<file path="config.mk">
export PLATFORM = sky130hd
export DESIGN_NAME = sarh_host
export DESIGN_NICKNAME = d
export VERILOG_FILES = /design/src/hdl/sarh_pkg.sv /design/src/hdl/sarh_fifo.sv /design/src/hdl/sarh_host.sv
export SDC_FILE = /design/constraint.sdc
export NUM_CORES = 1
export LEC_CHECK = 0
export BUFFER_PORTS_ARGS = -buffer_cell sky130_fd_sc_hd__buf_2
export CAP_MARGIN = 15
export CORE_ASPECT_RATIO = 0.7
export CORE_MARGIN = 1
export CORE_UTILIZATION = 61
export DETAILED_ROUTE_END_ITERATION = 8
export PLACE_DENSITY = 0.78
export SYNTH_ARGS = -nofsm -noshare
export SYNTH_HDL_FRONTEND = slang
export SYNTH_SLANG_ARGS = --single-unit
</file>
<file path="constraint.sdc">
create_clock -name clk -period 3.4 [get_ports clk]
set_input_delay 0.34 -clock clk [delete_from_list [all_inputs] [get_ports clk]]
set_output_delay 0.34 -clock clk [all_outputs]
set_load 0.1 [all_outputs]
</file>
<file path="src/hdl/sarh_pkg.sv">
package sarh_pkg;

   ////////////////////////////////////////////////////////////////////////////
   // clock and pin timing
   localparam int CLK_PERIOD_NS   = 5;
   localparam int TRIG_LOW_NS     = 20;
   localparam int TRIG_HIGH_NS    = 20;
   localparam int ACQ_NS          = 150;
   localparam int BUS_HOLD_NS     = 40;
   localparam int RD_LOW_NS       = 50;
   localparam int RD_HIGH_NS      = 20;
   localparam int DATA_EN_NS      = 30;
   localparam int LAST_RD_HOLD_NS = 50;
   localparam int BUSY_MAX_NS     = 630;

   // least times round up
   localparam int TRIG_LOW_CYC     = (TRIG_LOW_NS + CLK_PERIOD_NS - 1) / CLK_PERIOD_NS;
   localparam int TRIG_HIGH_CYC    = (TRIG_HIGH_NS + CLK_PERIOD_NS - 1) / CLK_PERIOD_NS;
   localparam int ACQ_CYC          = (ACQ_NS + CLK_PERIOD_NS - 1) / CLK_PERIOD_NS;
   localparam int BUS_HOLD_CYC     = (BUS_HOLD_NS + CLK_PERIOD_NS - 1) / CLK_PERIOD_NS;
   localparam int RD_LOW_CYC       = (RD_LOW_NS + CLK_PERIOD_NS - 1) / CLK_PERIOD_NS;
   localparam int RD_HIGH_CYC      = (RD_HIGH_NS + CLK_PERIOD_NS - 1) / CLK_PERIOD_NS;
   localparam int DATA_EN_CYC      = (DATA_EN_NS + CLK_PERIOD_NS - 1) / CLK_PERIOD_NS;
   localparam int LAST_RD_HOLD_CYC = (LAST_RD_HOLD_NS + CLK_PERIOD_NS - 1) / CLK_PERIOD_NS;
   // busy timeout: wait past the longest busy-high time plus the sync delay
   localparam int BUSY_TMO_CYC     = (BUSY_MAX_NS + CLK_PERIOD_NS - 1) / CLK_PERIOD_NS + 4;

   localparam int CNT_W       = 8;
   localparam int DATA_W      = 16;
   localparam int FIFO_DEPTH  = 16;

   ////////////////////////////////////////////////////////////////////////////
   // grouped signals
   typedef struct packed {
      logic [DATA_W-1:0] code;
      logic              timeout;
   } sarh_sample_s;

   typedef struct packed {
      logic              conversion_trigger_n;
      logic              cs_n;
      logic              rd_n;
      logic              byte_fold;
      logic              bus_width_select;
   } sarh_pins_s;

   localparam sarh_pins_s PINS_IDLE = '{conversion_trigger_n: 1'b1, cs_n: 1'b1,
                                        rd_n: 1'b1, byte_fold: 1'b0,
                                        bus_width_select: 1'b0};

   typedef enum logic [3:0] {
      ST_IDLE    = 4'b0000,
      ST_TRIG_LO = 4'b0001,
      ST_TRIG_HI = 4'b0011,
      ST_BUSY    = 4'b0010,
      ST_RD1     = 4'b0110,
      ST_GAP     = 4'b0111,
      ST_RD2     = 4'b0101,
      ST_PUSH    = 4'b0100,
      ST_ACQ     = 4'b1100
   } sarh_state_e;

endpackage

</file>
<file path="src/hdl/sarh_fifo.sv">
module sarh_fifo #(
   parameter int WIDTH = 17,
   parameter int DEPTH = 16
) (
   input  wire logic             clk,
   input  wire logic             rst,
   input  wire logic [WIDTH-1:0] in_data,
   input  wire logic             in_valid,
   output logic                  in_ready,
   output logic [WIDTH-1:0]      out_data,
   output logic                  out_valid,
   input  wire logic             out_ready
);
   localparam int AW = $clog2(DEPTH);

   logic [WIDTH-1:0] mem_reg [DEPTH];
   logic [WIDTH-1:0] mem_next [DEPTH];
   logic [AW-1:0]    wr_reg, wr_next, rd_reg, rd_next;
   logic [AW:0]      cnt_reg, cnt_next;
   logic             push, pop;

   assign in_ready  = (cnt_reg != AW'(0) + (AW+1)'(DEPTH)) ? 1'b1 : 1'b0;
   assign out_valid = (cnt_reg != '0);
   assign out_data  = mem_reg[rd_reg];
   assign push      = in_valid & in_ready;
   assign pop       = out_valid & out_ready;

   always_comb begin
      mem_next = mem_reg;
      wr_next  = wr_reg;
      rd_next  = rd_reg;
      cnt_next = cnt_reg;
      if (push) begin
         mem_next[wr_reg] = in_data;
         wr_next = (wr_reg == AW'(DEPTH-1)) ? '0 : wr_reg + AW'(1);
      end
      if (pop) begin
         rd_next = (rd_reg == AW'(DEPTH-1)) ? '0 : rd_reg + AW'(1);
      end
      if (push && !pop) begin
         cnt_next = cnt_reg + (AW+1)'(1);
      end else if (pop && !push) begin
         cnt_next = cnt_reg - (AW+1)'(1);
      end
   end

   always_ff @(posedge clk) begin
      if (rst) begin
         wr_reg  <= '0;
         rd_reg  <= '0;
         cnt_reg <= '0;
      end else begin
         wr_reg  <= wr_next;
         rd_reg  <= rd_next;
         cnt_reg <= cnt_next;
      end
      mem_reg <= mem_next;
   end

   chk_fifo_no_overrun: assert property (@(posedge clk) disable iff (rst)
      cnt_reg <= (AW+1)'(DEPTH)) else $error("fifo count above depth");
endmodule

</file>
<file path="src/hdl/sarh_host.sv">
// Operation
// - host waits 150ns busy low before trigger; the host times 150ns from push or reset, not from busy
// - trigger low and high each 20ns
// - no bus activity 40ns after trigger
// - chip select falls no later than read
// - read strobe low at least 50ns
// - read strobe high 20ns between reads
// - last read ends 50ns before trigger
// - no byte select change near busy fall
// - read falls only after byte select settles
module sarh_host #(
   parameter bit BYTE_MODE = 1'b0
) (
   input  wire logic                   clk,
   input  wire logic                   rst,
   input  wire logic                   run,
   output logic                        conversion_trigger_n,
   output logic                        cs_n,
   output logic                        rd_n,
   output logic                        byte_fold,
   output logic                        bus_width_select,
   input  wire logic                   busy,
   input  wire logic [15:0]            db_in,
   output logic [15:0]                 sample_data,
   output logic                        sample_timeout,
   output logic                        sample_valid,
   input  wire logic                   sample_ready,
   output logic                        converting
);
   ////////////////////////////////////////////////////////////////////////////
   // pin synchronisers
   logic        busy_s1_reg, busy_s2_reg;
   logic [15:0] db_s1_reg, db_s2_reg;

   always_ff @(posedge clk) begin
      busy_s1_reg <= busy;
      busy_s2_reg <= busy_s1_reg;
      db_s1_reg   <= db_in;
      db_s2_reg   <= db_s1_reg;
   end

   ////////////////////////////////////////////////////////////////////////////
   // sequencer
   sarh_pkg::sarh_state_e         st_reg, st_next;
   sarh_pkg::sarh_pins_s          pins_reg, pins_next;
   logic [sarh_pkg::CNT_W-1:0]    cnt_reg, cnt_next;
   logic [sarh_pkg::CNT_W-1:0]    since_trig_reg, since_trig_next;
   logic [sarh_pkg::DATA_W-1:0]   word_reg, word_next;
   logic                          tmo_reg, tmo_next;
   logic                          fifo_in_ready;
   logic                          push;
   sarh_pkg::sarh_sample_s        fifo_in, fifo_out;

   function automatic logic [sarh_pkg::CNT_W-1:0] cyc(input int n);
      cyc = sarh_pkg::CNT_W'(n);
   endfunction

   assign push    = (st_reg == sarh_pkg::ST_PUSH);
   assign fifo_in = '{code: word_reg, timeout: tmo_reg};

   always_comb begin
      st_next         = st_reg;
      pins_next       = pins_reg;
      cnt_next        = (cnt_reg != '0) ? cnt_reg - cyc(1) : cnt_reg;
      since_trig_next = (since_trig_reg != '1) ? since_trig_reg + cyc(1) : since_trig_reg;
      word_next       = word_reg;
      tmo_next        = tmo_reg;
      case (st_reg)
         sarh_pkg::ST_IDLE: begin
            // idle holds the bus quiet long enough before a new trigger
            if (run && cnt_reg == '0) begin
               pins_next.conversion_trigger_n = 1'b0;
               cnt_next        = cyc(sarh_pkg::TRIG_LOW_CYC);
               since_trig_next = '0;
               tmo_next        = 1'b0;
               st_next         = sarh_pkg::ST_TRIG_LO;
            end
         end
         sarh_pkg::ST_TRIG_LO: begin
            if (cnt_reg == cyc(1)) begin
               pins_next.conversion_trigger_n = 1'b1;
               // busy may rise late, so the timeout also covers the rise delay
               cnt_next = cyc(sarh_pkg::BUSY_TMO_CYC + sarh_pkg::BUS_HOLD_CYC);
               st_next  = sarh_pkg::ST_TRIG_HI;
            end
         end
         sarh_pkg::ST_TRIG_HI: begin
            // wait out the bus hold, and let a late busy rise pass the sync stages
            if (since_trig_reg >= cyc(sarh_pkg::BUS_HOLD_CYC + 3)) begin
               st_next = sarh_pkg::ST_BUSY;
            end
         end
         sarh_pkg::ST_BUSY: begin
            // busy low means the first result half is already valid
            if (!busy_s2_reg || cnt_reg == '0) begin
               tmo_next           = busy_s2_reg;
               pins_next.cs_n     = 1'b0;
               pins_next.rd_n     = 1'b0;
               // first read is unfolded, so no fold change lands near busy falling
               pins_next.byte_fold = 1'b0;
               pins_next.bus_width_select = BYTE_MODE;
               cnt_next = cyc(sarh_pkg::RD_LOW_CYC + 2);
               st_next  = sarh_pkg::ST_RD1;
            end
         end
         sarh_pkg::ST_RD1: begin
            // read strobe held long enough to cover enable time and the sync stages
            if (cnt_reg == cyc(1)) begin
               pins_next.rd_n = 1'b1;
               if (BYTE_MODE) begin
                  word_next[15:8]     = db_s2_reg[15:8];
                  pins_next.byte_fold = 1'b1;
                  cnt_next = cyc(sarh_pkg::RD_HIGH_CYC + sarh_pkg::DATA_EN_CYC);
                  st_next  = sarh_pkg::ST_GAP;
               end else begin
                  word_next = db_s2_reg;
                  pins_next.cs_n = 1'b1;
                  st_next        = sarh_pkg::ST_PUSH;
               end
            end
         end
         sarh_pkg::ST_GAP: begin
            if (cnt_reg == cyc(1)) begin
               pins_next.rd_n = 1'b0;
               cnt_next = cyc(sarh_pkg::RD_LOW_CYC + 2);
               st_next  = sarh_pkg::ST_RD2;
            end
         end
         sarh_pkg::ST_RD2: begin
            if (cnt_reg == cyc(1)) begin
               word_next[7:0]      = db_s2_reg[15:8];
               pins_next.rd_n      = 1'b1;
               pins_next.cs_n      = 1'b1;
               pins_next.byte_fold = 1'b0;
               st_next = sarh_pkg::ST_PUSH;
            end
         end
         sarh_pkg::ST_PUSH: begin
            // a full fifo stalls the sequencer here
            if (fifo_in_ready) begin
               cnt_next = cyc(sarh_pkg::ACQ_CYC);
               st_next  = sarh_pkg::ST_ACQ;
            end
         end
         sarh_pkg::ST_ACQ: begin
            // acquisition time dominates the last-read hold and trigger-high time
            if (cnt_reg == '0) begin
               st_next = sarh_pkg::ST_IDLE;
            end
         end
         default: begin
            st_next   = sarh_pkg::ST_IDLE;
            pins_next = sarh_pkg::PINS_IDLE;
         end
      endcase
   end

   always_ff @(posedge clk) begin
      if (rst) begin
         st_reg         <= sarh_pkg::ST_IDLE;
         pins_reg       <= sarh_pkg::PINS_IDLE;
         cnt_reg        <= cyc(sarh_pkg::ACQ_CYC);
         since_trig_reg <= '1;
         word_reg       <= '0;
         tmo_reg        <= 1'b0;
      end else begin
         st_reg         <= st_next;
         pins_reg       <= pins_next;
         cnt_reg        <= cnt_next;
         since_trig_reg <= since_trig_next;
         word_reg       <= word_next;
         tmo_reg        <= tmo_next;
      end
   end

   ////////////////////////////////////////////////////////////////////////////
   // output registers
   logic conv_reg, conv_next;

   assign conv_next = (st_next != sarh_pkg::ST_IDLE) && (st_next != sarh_pkg::ST_ACQ);

   always_ff @(posedge clk) begin
      if (rst) begin
         conv_reg <= 1'b0;
      end else begin
         conv_reg <= conv_next;
      end
   end

   assign conversion_trigger_n = pins_reg.conversion_trigger_n;
   assign cs_n                 = pins_reg.cs_n;
   assign rd_n                 = pins_reg.rd_n;
   assign byte_fold            = pins_reg.byte_fold;
   assign bus_width_select     = pins_reg.bus_width_select;
   assign converting           = conv_reg;

   ////////////////////////////////////////////////////////////////////////////
   // result fifo
   sarh_fifo #(
      .WIDTH ($bits(sarh_pkg::sarh_sample_s)),
      .DEPTH (sarh_pkg::FIFO_DEPTH)
   ) u_fifo (
      .clk       (clk),
      .rst       (rst),
      .in_data   (fifo_in),
      .in_valid  (push),
      .in_ready  (fifo_in_ready),
      .out_data  (fifo_out),
      .out_valid (sample_valid),
      .out_ready (sample_ready)
   );

   assign sample_data    = fifo_out.code;
   assign sample_timeout = fifo_out.timeout;

   ////////////////////////////////////////////////////////////////////////////
   // checks
   chk_trig_low_width: assert property (@(posedge clk) disable iff (rst)
      $fell(conversion_trigger_n) |-> !conversion_trigger_n [*4])
      else $error("trigger low too short");
   chk_no_read_early: assert property (@(posedge clk) disable iff (rst)
      $fell(conversion_trigger_n) |-> rd_n [*8])
      else $error("read strobe low too soon after trigger");
   chk_cs_before_rd: assert property (@(posedge clk) disable iff (rst)
      !rd_n |-> !cs_n) else $error("read strobe low without chip select");
   chk_rd_low_width: assert property (@(posedge clk) disable iff (rst)
      $fell(rd_n) |-> !rd_n [*8]) else $error("read strobe low too short");
   chk_rd_high_gap: assert property (@(posedge clk) disable iff (rst)
      ($rose(rd_n) && !cs_n) |-> rd_n [*4]) else $error("read strobe high too short");
   chk_read_to_trig: assert property (@(posedge clk) disable iff (rst)
      $rose(cs_n) |-> conversion_trigger_n [*8]) else $error("trigger too soon after read");
   chk_fold_setup: assert property (@(posedge clk) disable iff (rst)
      $changed(byte_fold) |-> rd_n) else $error("byte fold changed during read");
   // cycles the synced busy has stayed low, saturating
   logic [sarh_pkg::CNT_W-1:0] low_cnt_reg, low_cnt_next;

   assign low_cnt_next = busy_s2_reg ? '0
                       : (low_cnt_reg != '1) ? low_cnt_reg + cyc(1) : low_cnt_reg;

   always_ff @(posedge clk) begin
      if (rst) begin
         low_cnt_reg <= '0;
      end else begin
         low_cnt_reg <= low_cnt_next;
      end
   end

   chk_acq_wait: assert property (@(posedge clk) disable iff (rst)
      $fell(conversion_trigger_n) |-> (low_cnt_reg >= cyc(sarh_pkg::ACQ_CYC)))
      else $error("acquisition time not kept");
endmodule

</file>
==> summary.md <==
| Metric | Value |
|---|---|
| CTS tree | `built` |
| Hpwl dp | `19.07 mm` |
| Synthesis-stage register bit count | `360` |
| Critical path depth in cells | `4` |
| Post-synth EDFFs | `272` |
| Count leader, synth | `edfxtp_1` |
| CTS Sinks | `360` |
| Clock network power share | `34.1%` |
| Num rows | `45` |
| Initial antenna violation count | `0` |
| Max Cap Violations | `0` |
| Effective utilization at floorplan | `63.28%` |
| Psw | `0.002884 W` |
| Post-synth top cells | `272 x edfxtp_1, 88 x dfxtp_1, 85 x mux4_2` |
| Min Tclk post-route | `3147 ps` |
| Vias | `7846` |
| R2R setup slack | `260 ps` |
| WL/cell | `25.16 um` |
| Register area share after synthesis | `71.28%` |
| Yosys cell types | `59` |
| Critical Path, Cell by Cell | `buf_12, mux4_2, mux4_2, buf_2` |
| Worst hold path type | `input pin to register` |
| Num ports | `45` |
| Post-DRT Antenna Nets | `0` |
| Max reg flops | `272` |
| N_diodes | `0` |
| First-pass GRT wire length | `46.18 mm` |
| Ys flop type | `edfxtp_1` |
| Crit-path most repeated cell | `mux4_2` |
| Critical Path Sink Type | `output pin` |
| Total gr overflow | `0` |
| Critical path data required time | `3060 ps` |
| Post CTS Setup Buffer Count | `0` |
| Setup WS pre-CTS | `350.4 ps` |
| Unrepaired setup endpoints after global routing | `no` |
| Reg power frac | `46.8%` |
| Critical path's slowest cell | `dfxtp_4` |
| Post-CTS Resized | `0` |
| Die Span Y | `128.4 um` |
| Max Fclk | `317.8 MHz` |
| DR vias/cell | `6.442` |
| Fill cells | `1272` |
| Setup TNS Final | `0 ps` |
| Setup violations, final | `0` |
| Crit-path max FO | `25` |
| Worst vdd ir | `0.0004722 V` |
| Number of global-route vias before repair | `7785` |
| Comb power frac | `19.1%` |
| CTS buffer count | `31` |
| Warnings from Yosys | `0` |
| Hold depth | `3` |
| Skew-Pair Late Insertion Delay | `560 ps` |
| CP arrival | `2810 ps` |
| Status | `complete, no violations` |
| Tot Pwr | `0.01050 W` |
| Slew margin rel. | `38.65%` |
| Worst-path clk slew | `70 ps` |
| CTS Root Cell | `clkbuf_16` |
| # H-tree levels | `1` |
| Power Dens Cells | `656.0 nW/um^2` |
| Lkg Pwr | `5.368 nW` |
| Post-Syn Instances | `792` |
| Share of the synthesized area in the top cell type | `58.63%` |
| Setup crit start kind | `register` |
| Sw frac | `27.47%` |
| Die area | `23460 sq um` |
| Period utilisation layout | `92.56%` |
| Post-synth top area cell | `edfxtp_1` |
| Proportion of layout cells with a drive suffix above 1 | `26.83%` |
| Initial drt markers | `933` |
| Largest net degree at the start of global routing | `45` |
| Residual DRC | `0` |
| Fin. max-slew vios | `0` |
| Area contributors post-synth | `edfxtp_1 59%, mux4_2 14%, dfxtp_1 13%, nor2_1 1.6%, mux2i_1 1.4%` |
| Area growth, synth to finish | `14.86%` |
| Reg2reg path depth | `11` |
| CP top delay family | `multiplexers` |
| Asr flop ratio synth | `0%` |
| Hold violation count in the final report | `0` |
| Worst-Margin Slew | `920.3 ps` |
| Crit-path max cell delay | `560 ps` |
| Mapped cell area | `13930 sq um` |
| Combined buffer and inverter count along the critical path | `2` |
| Placement Cell Area | `14800 sq um` |
| DRT Wirelength | `30.65 mm` |
| Die W | `182.6 um` |
| RD Place Congestion | `0.8756` |
| Deepest clock path buffer count | `3` |
| GRT Util Overall | `27.04%` |
| # port buffers | `42` |
| Int Power | `0.007613 W` |
| WS Path Type | `register to output pin` |
| Skew final | `17.43 ps` |
| Final setup margin | `253.0 ps` |
| Avg Cell Area, Syn | `17.59 sq um` |
| CORE AREA | `22010 sq um` |
| Post-CTS Hold Fix Bufs | `17` |
| Drt pass-1 iters | `5` |
| # nets final | `923` |
| Final instance area | `16000 sq um` |
-- power by group through the flow --
stage | registers [W] | clock network (W) | logic, W
2_1_floorplan | 0.00491 | 0 | 0.00167
3_3_place_gp | 0.00499 | 0 | 0.00192
3_5_place_dp | 0.00500 | 0 | 0.00198
4_1_cts | 0.00490 | 0.00361 | 0.00201
5_1_grt | 0.00493 | 0.00379 | 0.00212
6_report | 0.00491 | 0.00358 | 0.00201
-- stage by stage --
| stage | instances | util (%) | hold slack, ps |
|---|---|---|---|
| 2_1_floorplan | 793 | - | 309.6 |
| 3_3_place_gp | 1143 | 67.21 | 310.6 |
| 3_5_place_dp | 1143 | 67.21 | 312.1 |
| 4_1_cts | 1218 | 72.68 | 102.5 |
| 5_1_grt | 1218 | 72.68 | 109.8 |
| 6_report | 1218 | 72.68 | 118.7 |
-- cells by family after synthesis --
group / synth area share, %
xor gates and xnor gates: 1.006
DFF: 71.28
AOI/OAI and AO/OA: 4.177
buffers and inverters: 1.662
and+or+nand+nor: 5.362
muxes: 15.18
other: 0.02692
adders and majority gates: 1.311
-- per-layer routing --
metal  global-route usage, %  share of wire [%]
met2                   42.79                 47
met1                   39.24                 41
met3                   4.557                9.0
met4                   8.601                3.3
met5                       0                  0
-- cell type report --
| cell class | count | area (sq um) | area share, % |
|---|---|---|---|
| clock inverter | 21 | 215.2 | 1.345 |
| sequential | 360 | 9935 | 62.09 |
| timing repair buffer | 107 | 803.3 | 5.020 |
| multi-input combinational | 378 | 3809 | 23.80 |
| tap | 305 | 381.6 | 2.385 |
| clock buffer | 37 | 819.5 | 5.122 |
| inverter | 10 | 37.54 | 0.2346 |
-- worst register-to-register path, cell delays in order, from the launching register on --
cell and delay (ps):
dfxtp_1 430, nor4_2 80, buf_4 160, a211oi_1 450, ha_1 320, inv_1 140
fa_1 480, a21o_1 180, a21oi_1 200, xnor2_1 120, or3_1 340, a21oi_1 170
-- final timing paths --
path | startpoint | end
min reg2reg | db_s1_reg[6] | db_s2_reg[6]
max reg2reg | u_fifo.cnt_reg[0] | u_fifo.cnt_reg[4]
min | sample_ready | u_fifo.rd_reg[1]
max | u_fifo.rd_reg[0] | sample_data[6]
-- placed cells by master, fill, tap and decap left out, types with 7 or more instances in the layout --
master           n
nand2_1         23
dfxtp_1         86
mux4_2          85
mux2i_1         20
buf_2           42
nand3_1         12
o21ai_0         18
xnor2_1         10
inv_1           10
ha_1            13
a21oi_1         38
a31oi_1          7
edfxtp_1       272
buf_4           43
clkbuf_16       31
nor3_1           8
nor2_1          59
dlygate4sd3_1   17
nand2b_1         8
Power figures use the tool's default switching activity.
